File: config.mk
export PLATFORM = sky130hd
export DESIGN_NAME = twm_master_rx
export DESIGN_NICKNAME = d
export VERILOG_FILES = /design/src/rtl/twm_pkg.sv /design/src/rtl/twm_master_rx.sv /design/src/rtl/twm_line_sync.sv
export SDC_FILE = /design/constraint.sdc
export NUM_CORES = 1
export LEC_CHECK = 0
export BUFFER_PORTS_ARGS = -buffer_cell sky130_fd_sc_hd__buf_2
export CORE_UTILIZATION = 35
export CTS_CLUSTER_SIZE = 24
export DETAILED_ROUTE_END_ITERATION = 6
export PLACE_DENSITY = 0.49
export SYNTH_ARGS = -nofsm -noshare
export SYNTH_HDL_FRONTEND = slang
export SYNTH_SLANG_ARGS = --single-unit
File: constraint.sdc
create_clock -name clk_sys -period 1.9 [get_ports clk_sys]
set_input_delay 0.285 -clock clk_sys [delete_from_list [all_inputs] [get_ports clk_sys]]
set_output_delay 0.285 -clock clk_sys [all_outputs]
set_load 0.05 [all_outputs]
File: src/rtl/twm_pkg.sv
// Constants, register map and state type of the two-wire master receiver.
// Assumes a 125 MHz system clock and an open-drain two-wire bus outside.
package twm_pkg;

  // ----------------------------------------------------------------------
  // Register offsets and fields
  // ----------------------------------------------------------------------
  localparam logic [1:0] OFS_CTRL = 2'h0;
  localparam logic [1:0] OFS_STAT = 2'h1;
  localparam logic [1:0] OFS_DATA = 2'h2;

  localparam int B_FLAG = 7;
  localparam int B_ACK  = 6;
  localparam int B_STA  = 5;
  localparam int B_STO  = 4;
  localparam int B_WCOL = 3;
  localparam int B_EN   = 2;
  localparam int B_IE   = 0;

  localparam logic [7:0] CTRL_RST  = 8'h00;
  localparam logic [7:0] DATA_RST  = 8'hFF;
  localparam logic [1:0] PRESC_RST = 2'h0;

  // ----------------------------------------------------------------------
  // Status codes, prescaler bits taken as zero
  // ----------------------------------------------------------------------
  localparam logic [7:0] SC_START   = 8'h08;
  localparam logic [7:0] SC_RSTART  = 8'h10;
  localparam logic [7:0] SC_AW_ACK  = 8'h18;
  localparam logic [7:0] SC_AW_NACK = 8'h20;
  localparam logic [7:0] SC_DW_ACK  = 8'h28;
  localparam logic [7:0] SC_DW_NACK = 8'h30;
  localparam logic [7:0] SC_LOST    = 8'h38;
  localparam logic [7:0] SC_AR_ACK  = 8'h40;
  localparam logic [7:0] SC_AR_NACK = 8'h48;
  localparam logic [7:0] SC_DR_ACK  = 8'h50;
  localparam logic [7:0] SC_DR_NACK = 8'h58;
  localparam logic [7:0] SC_IDLE    = 8'hF8;

  // ----------------------------------------------------------------------
  // Bus timing
  // ----------------------------------------------------------------------
  localparam int CLK_NS       = 8;
  localparam int T_HALF_NS    = 5000;
  localparam int HALF_CYC_DEF = (T_HALF_NS + CLK_NS - 1) / CLK_NS;
  localparam int BYTE_LAST    = 8;

  typedef enum logic [3:0] {
    ST_IDLE, ST_FREE, ST_STA_A, ST_STA_B, ST_HOLD, ST_LOAD, ST_LOW, ST_HIGH,
    ST_STP_A, ST_STP_B, ST_STP_C, ST_RS_A, ST_RS_B
  } twm_state_e;

endpackage : twm_pkg

File: src/rtl/twm_master_rx.sv
// Two-wire master receiver engine with control, status and data registers.
// Assumes a slave transmitter on an open-drain bus with pull-ups.
//
// Overview of operation
// - A START must go out before any master operation begins.
// - Read address enters receiver mode, write address enters transmitter mode.
// - Writing one to the step flag clears it and starts the bus action.
// - START is driven only once the bus is seen free.
// - After START the flag sets with status 0x08.
// - After read address and its acknowledge: status 0x38, 0x40 or 0x48.
// - A received byte is valid in the data register once the flag sets.
// - Repeated START requested like START; afterwards status 0x10.
// - After repeated START the bus is kept and any slave may follow.
// - In 0x10 read address keeps receiver, write address selects transmitter.
// - 0x38 lost arbitration: release bus, or retry START when bus frees.
// - In 0x40 clearing the flag receives a byte, ACK per ack enable.
// - In 0x48 clearing sends repeated START, STOP, or STOP then START.
// - In 0x50 clearing receives the next byte, ACK per ack enable.
// - In 0x58 clearing sends repeated START, STOP, or STOP then START.
// - The stop request bit clears itself once STOP has gone out.
// - Data writes while the flag is low are dropped and set collision.
//
// Local design decisions: the strobed register port and the register addresses.
`timescale 1ns/1ps
module twm_master_rx
  import twm_pkg::*;
#(
  parameter int HALF_CYC = HALF_CYC_DEF
) (
  input  wire logic       clk_sys,
  input  wire logic       reset_n,
  input  wire logic [1:0] reg_addr,
  input  wire logic [7:0] reg_wdata,
  input  wire logic       reg_wr,
  input  wire logic       reg_rd,
  output logic      [7:0] reg_rdata,
  input  wire logic       scl_in,
  output logic            scl_out,
  output logic            scl_oe,
  input  wire logic       sda_in,
  output logic            sda_out,
  output logic            sda_oe
);

  localparam logic [15:0] HALF_LD = 16'(HALF_CYC - 1);
  localparam logic [3:0]  LAST    = 4'(BYTE_LAST);

  twm_state_e  state_r;
  logic [15:0] tmr_r;
  logic [3:0]  bit_cnt_r;
  logic [8:0]  sh_r;
  logic [7:0]  rx_sh_r, data_r, status_r;
  logic [1:0]  presc_r;
  logic        flag_r, ack_en_r, sta_r, sto_r, wcol_r, en_r, ie_r;
  logic        set_pls_r, rx_pls_r, stop_done_r, master_r, rs_r;
  logic        addr_ph_r, mode_rx_r, byte_rx_r, ack_ok_r, ack_sel_r;
  logic        bus_busy_r, scl_oe_r, sda_oe_r, drv_lvl_r;
  logic [1:0]  ln_s, ln_p;
  logic        scl_s, sda_s, sda_p, tdone, wr_ctrl, wr_data, go, lost, ack_in;
  logic [7:0]  byte_code;

  twm_line_sync #(.W(2)) u_sync (
    .clk_sys (clk_sys),
    .reset_n (reset_n),
    .din     ({scl_in, sda_in}),
    .dsync   (ln_s),
    .dprev   (ln_p)
  );

  assign scl_s   = ln_s[1];
  assign sda_s   = ln_s[0];
  assign sda_p   = ln_p[0];
  assign tdone   = (tmr_r == 16'h0);
  assign wr_ctrl = reg_wr && (reg_addr == OFS_CTRL);
  assign wr_data = reg_wr && (reg_addr == OFS_DATA);
  assign go      = wr_ctrl && reg_wdata[B_FLAG] && reg_wdata[B_EN];
  assign ack_in  = !sda_s;
  assign lost    = sh_r[8] && !sda_s && (byte_rx_r ? bit_cnt_r == LAST : bit_cnt_r != LAST);
  assign byte_code = byte_rx_r ? (!sh_r[8] ? SC_DR_ACK : SC_DR_NACK) :
                     !addr_ph_r ? (ack_in ? SC_DW_ACK : SC_DW_NACK) :
                     mode_rx_r ? (ack_in ? SC_AR_ACK : SC_AR_NACK) :
                     (ack_in ? SC_AW_ACK : SC_AW_NACK);

  assign scl_oe  = scl_oe_r;
  assign sda_oe  = sda_oe_r;
  assign scl_out = drv_lvl_r;
  assign sda_out = drv_lvl_r;

  // ----------------------------------------------------------------------
  // Control register and step flag
  // ----------------------------------------------------------------------
  always_ff @(posedge clk_sys)
  begin
    if (!reset_n)
    begin
      {flag_r, ack_en_r, sta_r, sto_r, wcol_r, en_r, ie_r} <= '0;
      presc_r   <= PRESC_RST;
      drv_lvl_r <= 1'b0;
    end
    else
    begin
      if (set_pls_r)
        flag_r <= 1'b1;
      else if (wr_ctrl && reg_wdata[B_FLAG])
        flag_r <= 1'b0;
      if (wr_ctrl)
      begin
        ack_en_r <= reg_wdata[B_ACK];
        sta_r    <= reg_wdata[B_STA];
        en_r     <= reg_wdata[B_EN];
        ie_r     <= reg_wdata[B_IE];
      end
      if (wr_ctrl && reg_wdata[B_STO])
        sto_r <= 1'b1;
      else if (stop_done_r || wr_ctrl)
        sto_r <= 1'b0;
      if (wr_data && !flag_r)
        wcol_r <= 1'b1;
      else if (wr_data)
        wcol_r <= 1'b0;
      if (reg_wr && reg_addr == OFS_STAT)
        presc_r <= reg_wdata[1:0];
    end
  end

  // ----------------------------------------------------------------------
  // Data register
  // ----------------------------------------------------------------------
  always_ff @(posedge clk_sys)
  begin
    if (!reset_n)
      data_r <= DATA_RST;
    else if (rx_pls_r)
      data_r <= rx_sh_r;
    else if (wr_data && flag_r)
      data_r <= reg_wdata;
  end

  // ----------------------------------------------------------------------
  // Register read port
  // ----------------------------------------------------------------------
  always_ff @(posedge clk_sys)
  begin
    if (!reset_n)
      reg_rdata <= 8'h00;
    else if (reg_rd)
    begin
      unique case (reg_addr)
        OFS_CTRL: reg_rdata <= {flag_r, ack_en_r, sta_r, sto_r, wcol_r, en_r, 1'b0, ie_r};
        OFS_STAT: reg_rdata <= {status_r[7:3], 1'b0, presc_r};
        OFS_DATA: reg_rdata <= data_r;
        default:  reg_rdata <= 8'h00;
      endcase
    end
    else
      reg_rdata <= 8'h00;
  end

  // ----------------------------------------------------------------------
  // Bus free tracking from START and STOP on the lines
  // ----------------------------------------------------------------------
  always_ff @(posedge clk_sys)
  begin
    if (!reset_n)
      bus_busy_r <= 1'b0;
    else if (scl_s && sda_p && !sda_s)
      bus_busy_r <= 1'b1;
    else if (scl_s && !sda_p && sda_s)
      bus_busy_r <= 1'b0;
  end

  // ----------------------------------------------------------------------
  // Bus engine; outside START and STOP, sda changes only a cycle after scl has been pulled low.
  // ----------------------------------------------------------------------
  always_ff @(posedge clk_sys)
  begin
    if (!reset_n)
    begin
      state_r <= ST_IDLE;
      tmr_r   <= 16'h0;
      {set_pls_r, rx_pls_r, stop_done_r, master_r, rs_r} <= '0;
      {addr_ph_r, mode_rx_r, byte_rx_r, ack_ok_r, ack_sel_r} <= '0;
      {scl_oe_r, sda_oe_r} <= '0;
      bit_cnt_r <= 4'h0;
      sh_r      <= 9'h1FF;
      rx_sh_r   <= 8'h00;
      status_r  <= SC_IDLE;
    end
    else
    begin
      set_pls_r   <= 1'b0;
      rx_pls_r    <= 1'b0;
      stop_done_r <= 1'b0;
      if (!tdone)
        tmr_r <= tmr_r - 16'h1;
      // The write that first sets enable may already carry the START request.
      if (!en_r && !go)
      begin
        state_r  <= ST_IDLE;
        scl_oe_r <= 1'b0;
        sda_oe_r <= 1'b0;
        master_r <= 1'b0;
      end
      else
      begin
        unique case (state_r)
          ST_IDLE:
            if (go && reg_wdata[B_STA])
            begin
              state_r <= ST_FREE;
              rs_r    <= 1'b0;
              tmr_r   <= HALF_LD;
            end
            else if (go)
              status_r <= SC_IDLE;
          ST_FREE:
            if (bus_busy_r)
              tmr_r <= HALF_LD;
            else if (tdone)
            begin
              state_r  <= ST_STA_A;
              sda_oe_r <= 1'b1;
              tmr_r    <= HALF_LD;
            end
          ST_STA_A:
            if (tdone)
            begin
              state_r  <= ST_STA_B;
              scl_oe_r <= 1'b1;
              tmr_r    <= HALF_LD;
            end
          ST_STA_B:
            if (tdone)
            begin
              state_r   <= ST_HOLD;
              set_pls_r <= 1'b1;
              status_r  <= rs_r ? SC_RSTART : SC_START;
              master_r  <= 1'b1;
              addr_ph_r <= 1'b1;
            end
          ST_HOLD:
            if (go)
            begin
              bit_cnt_r <= 4'h0;
              if (addr_ph_r)
              begin
                sh_r      <= {data_r, 1'b1};
                byte_rx_r <= 1'b0;
                mode_rx_r <= data_r[0];
                state_r   <= ST_LOAD;
              end
              else if (reg_wdata[B_STO])
              begin
                state_r  <= ST_STP_A;
                sda_oe_r <= 1'b1;
                tmr_r    <= HALF_LD;
              end
              else if (reg_wdata[B_STA])
              begin
                state_r  <= ST_RS_A;
                sda_oe_r <= 1'b0;
                tmr_r    <= HALF_LD;
              end
              else if (!mode_rx_r)
              begin
                sh_r      <= {data_r, 1'b1};
                byte_rx_r <= 1'b0;
                state_r   <= ST_LOAD;
              end
              else if (ack_ok_r)
              begin
                sh_r      <= {8'hFF, !reg_wdata[B_ACK]};
                ack_sel_r <= reg_wdata[B_ACK];
                byte_rx_r <= 1'b1;
                state_r   <= ST_LOAD;
              end
            end
          ST_LOAD:
          begin
            sda_oe_r <= !sh_r[8];
            tmr_r    <= HALF_LD;
            state_r  <= ST_LOW;
          end
          ST_LOW:
            if (tdone)
            begin
              state_r  <= ST_HIGH;
              scl_oe_r <= 1'b0;
              tmr_r    <= HALF_LD;
            end
          ST_HIGH:
            if (!scl_s)
              tmr_r <= HALF_LD;
            else if (tdone)
            begin
              if (lost)
              begin
                {scl_oe_r, sda_oe_r, master_r} <= '0;
                status_r  <= SC_LOST;
                set_pls_r <= 1'b1;
                state_r   <= ST_IDLE;
              end
              // hold clock low at byte end
              else if (bit_cnt_r == LAST)
              begin
                scl_oe_r  <= 1'b1;
                set_pls_r <= 1'b1;
                rx_pls_r  <= byte_rx_r;
                status_r  <= byte_code;
                ack_ok_r  <= byte_rx_r ? !sh_r[8] : ack_in;
                addr_ph_r <= 1'b0;
                state_r   <= ST_HOLD;
              end
              else
              begin
                scl_oe_r  <= 1'b1;
                rx_sh_r   <= {rx_sh_r[6:0], sda_s};
                sh_r      <= {sh_r[7:0], 1'b1};
                bit_cnt_r <= bit_cnt_r + 4'h1;
                state_r   <= ST_LOAD;
              end
            end
          ST_STP_A:
            if (tdone)
            begin
              state_r  <= ST_STP_B;
              scl_oe_r <= 1'b0;
              tmr_r    <= HALF_LD;
            end
          ST_STP_B:
            if (!scl_s)
              tmr_r <= HALF_LD;
            else if (tdone)
            begin
              state_r  <= ST_STP_C;
              sda_oe_r <= 1'b0;
              tmr_r    <= HALF_LD;
            end
          ST_STP_C:
            if (tdone)
            begin
              stop_done_r <= 1'b1;
              master_r    <= 1'b0;
              status_r    <= SC_IDLE;
              rs_r        <= 1'b0;
              tmr_r       <= HALF_LD;
              state_r     <= sta_r ? ST_FREE : ST_IDLE;
            end
          ST_RS_A:
            if (tdone)
            begin
              state_r  <= ST_RS_B;
              scl_oe_r <= 1'b0;
              tmr_r    <= HALF_LD;
            end
          ST_RS_B:
            if (!scl_s)
              tmr_r <= HALF_LD;
            else if (tdone)
            begin
              state_r  <= ST_STA_A;
              sda_oe_r <= 1'b1;
              rs_r     <= 1'b1;
              tmr_r    <= HALF_LD;
            end
          default:
            state_r <= ST_IDLE;
        endcase
      end
    end
  end
endmodule : twm_master_rx

File: src/rtl/twm_line_sync.sv
// Two-flop synchroniser for the bus lines, with one further stage for edges.
// Assumes asynchronous inputs from the two-wire pins.
`timescale 1ns/1ps
module twm_line_sync #(
  parameter int W = 2
) (
  input  wire logic         clk_sys,
  input  wire logic         reset_n,
  input  wire logic [W-1:0] din,
  output logic      [W-1:0] dsync,
  output logic      [W-1:0] dprev
);

  logic [W-1:0] meta_r;

  // ----------------------------------------------------------------------
  // Synchroniser chain; lines idle high
  // ----------------------------------------------------------------------
  always_ff @(posedge clk_sys)
  begin
    if (!reset_n)
    begin
      meta_r <= '1;
      dsync  <= '1;
      dprev  <= '1;
    end
    else
    begin
      meta_r <= din;
      dsync  <= meta_r;
      dprev  <= dsync;
    end
  end

endmodule : twm_line_sync

==> metrics.md <==
| Metric | Value |
|---|---|
| Vias in the first global route | `4503` |
| Fin worst setup slack | `-0.135 ns` |
| Fill cells | `1294` |
| Worst slew pin tran | `0.523 ns` |
| Vias | `4801` |
| Clk buf depth | `2` |
| Yosys reg bits | `87` |
| DP Cell Count | `876` |
| Post-synth EDFFs | `0` |
| N_diodes | `0` |
| R2R cell count | `7` |
| Asr flop ratio synth | `0` |
| Crit Path Max Fanout | `6` |
| Reg clk slew, reported paths | `0.07 ns` |
| Die X-Extent | `120 µm` |
| Die height | `120 µm` |
| Port-buffer cells | `25` |
| Routed Antenna Nets | `0` |
| Yosys top cell by area | `dfxtp_1` |
| Final setup vio count | `22` |
| Die area | `14400 µm²` |
| Startpoint types | `flip-flop` |
| Worst Hold Depth | `2` |
| Critical path class | `flip-flop to flip-flop` |
| Place WS | `-0.299 ns` |
| Hold Path End | `u_sync.meta_r[0]$_SDFF_PN1_` |
| Slew Viols, Final | `0` |
| Mapped cell area | `4870 µm²` |
| Wire per inst | `16.6 µm` |
| # DRC | `0` |
| Final hold viol count | `0` |
| Largest net degree at the start of global routing | `40` |
| CP endpoint kind | `flip-flop` |
| Fin crit share | `1.07` |
| Reg2reg setup slack | `-0.14 ns` |
| Root Buffer | `clkbuf_16` |
| Global Route Usage Sum | `0.211` |
| Seq/Total Area, Yosys | `0.357` |
| Ys flop type | `dfxtp_1` |
| CTS H-tree lvls | `3` |
| Drt first pass iters | `5` |
| IO Pins | `28` |
| Initial antenna violation count | `0` |
| Area grow syn2layout | `39.4%` |
| Worst r2r dst | `status_r[3]$_SDFFE_PN1P_` |
| Iteration-0 DRC Markers | `431` |
| First-pass GRT wire length | `23400 µm` |
| Hold_sp | `sda_in` |
| Via/cell ratio | `5.30` |
| DRT Wirelength | `15000 µm` |
| Fmax achieved | `491 MHz` |
| Critical Path RT | `2.14 ns` |
| Layout Nets | `747` |
| Hold Crit Class | `input pin to flip-flop` |
| RSZ-0062 raised after global routing | `yes` |
| Layout cells sized above 1 | `0.342` |
| Min Clock Period, post-route | `2.04 ns` |
| Count leader, synth | `dfxtp_1` |
| Clock Skews | `0.0132 ns` |
| Synth warn | `0` |
| PwrDens | `1010 nW/µm²` |
| GPL Wtd Cong | `0.851` |
| CTS tree | `yes` |
| Placeable core region | `13400 µm²` |
| Leakage power | `2.72 nW` |
| Top post-synthesis cells by area | `dfxtp_1 (36%), mux2i_1 (6.6%), nand2_1 (5.4%), nor2_1 (5.3%), o21ai_0 (3.2%)` |
| Failing checks | `negative setup slack` |
| Syn Inst Count | `605` |
| Number of library cell types mapped by synthesis | `71` |
| CTS Hold Buffers Added | `0` |
| Num CTS Buffers | `9` |
| CTS sink count | `87` |
| Avg Cell Area, Syn | `8.05 µm²` |
| Worst EP arrival | `2.27 ns` |
| Status | `finished, violations left` |
| Commonest cells post-synth | `dfxtp_1 (87), nand2_1 (70), nor2_1 (69)` |
| Worst r2r src | `u_sync.dsync[0]$_SDFF_PN1_` |
| Clock latency on the worst-skew pair | `0.35 ns` |
| Initial Util | `0.364` |
| Maxcap violations | `0` |
| FP Rows | `42` |
| GRT Residual Overflow | `0` |
| Worst vdd ir | `0.000572 V` |
| Synth top area share | `0.357` |
| Slew Limit Headroom | `0.651` |
| Filler-free cell count of the finished design | `906` |
| Detail Placement HPWL | `11000 µm` |
kinds of logic (layout without fill, tap and decap cells):
kind of cell               after synthesis  in the layout  share of synthesized area
buffers and inverters                   56            180                     0.0506
other                                    1              2                   0.000770
xor gates and xnor gates                12             12                     0.0216
AOI/OAI and AO/OA                      135            135                      0.187
DFF                                     87             87                      0.357
adders and majority gates                6              6                     0.0154
and+or+nand+nor                        267            267                      0.281
muxes                                   41             41                     0.0865
report_power, final:
part | internal, mW | total [mW] | switching (mW)
Combinational | 1.41 | 2.84 | 1.43
Sequential | 1.99 | 2.13 | 0.146
Clock | 1.05 | 1.89 | 0.838
Total | 4.45 | 6.87 | 2.41
per-stage QoR:
step	area [µm²]	utilization	power [mW]	hold WS, ns	setup TNS [ns]
3_3_place_gp	5930	0.443	4.13	0.389	-7.70
5_1_grt	6790	0.507	7.25	0.0976	-5.22
3_5_place_dp	5930	0.443	4.17	0.392	-9.83
6_report	6790	0.507	6.87	0.114	-1.09
2_1_floorplan	4910	-	3.42	0.386	-0.617
4_1_cts	6480	0.484	6.39	0.102	-1.11
cell usage in the layout (no fill, tap or decap), drive strengths merged, types with 7 or more instances in the layout:
master  synthesis  final
inv            14     18
mux2            9      9
mux2i          32     32
nor2b          21     21
dfxtp          87     87
o21ai          32     32
nand2b         11     11
clkbuf         22      9
xnor2           9      9
buf            19    149
nor2           70     70
a21oi          31     31
nor3b           8      8
nand3          14     14
o311ai         10     10
a21boi         12     12
nand2          70     70
nor3           26     26
a31oi           8      8
or3             7      7
final cells by class:
type	instances	area, µm²	area share
tap	176	220	0.0324
clock buffer	9	225	0.0332
multi-input combinational	463	3290	0.484
clock inverter	7	87.6	0.0129
timing repair buffer	149	1150	0.170
inverter	15	61.3	0.00903
sequential	87	1760	0.258
routing by layer:
metal	vias to the layer above	share of wire	track usage
met4	0	0.018	0.0617
met5	-	0	0
met2	113	0.47	0.340
met1	2264	0.47	0.276
li1	2398	-	-
met3	26	0.040	0.0532
worst max path at each step:
stage	from	cells after the start	slack, ns	end
after floorplan	tmr_r[9]$_SDFF_PN0_	7	-0.11	status_r[3]$_SDFFE_PN1P_
after global placement	reg_addr[0]	7	-0.26	sda_oe$_SDFFE_PP0P_
after detailed placement	tmr_r[0]$_SDFF_PN0_	9	-0.30	state_r[1]$_SDFFE_PP0P_
after CTS	u_sync.dsync[0]$_SDFF_PN1_	7	-0.13	status_r[5]$_SDFFE_PN1P_
after global routing	bit_cnt_r[1]$_SDFFE_PN0P_	9	-0.27	status_r[4]$_SDFFE_PN1P_
final	u_sync.dsync[0]$_SDFF_PN1_	7	-0.14	status_r[3]$_SDFFE_PN1P_
state kept, by name (all words and copies together), names as in the netlist, 2 cells and up:
register       cells
tmr_r             16
sh_r               9
data_r             8
reg_rdata          8
rx_sh_r            8
status_r           5
bit_cnt_r          4
state_r            4
presc_r            2
u_sync.dsync       2
u_sync.meta_r      2
what timing repair did:
item                                    4_1_cts  5_1_grt
resized for setup                            54       60
buffers inserted                              5       11
cloned                                        1        0
pin swaps                                    13       34
endpoints found under the setup margin       50       45
worst max-delay path, cell delays in order, from the launching register on:
cell	delay, ns
dfxtp_1	0.31
or3b_4	0.42
a311oi_4	0.26
a311oi_2	0.10
a2111oi_4	0.36
buf_4	0.21
mux2i_1	0.19
nand2_1	0.07
Power figures use the tool's default switching activity.
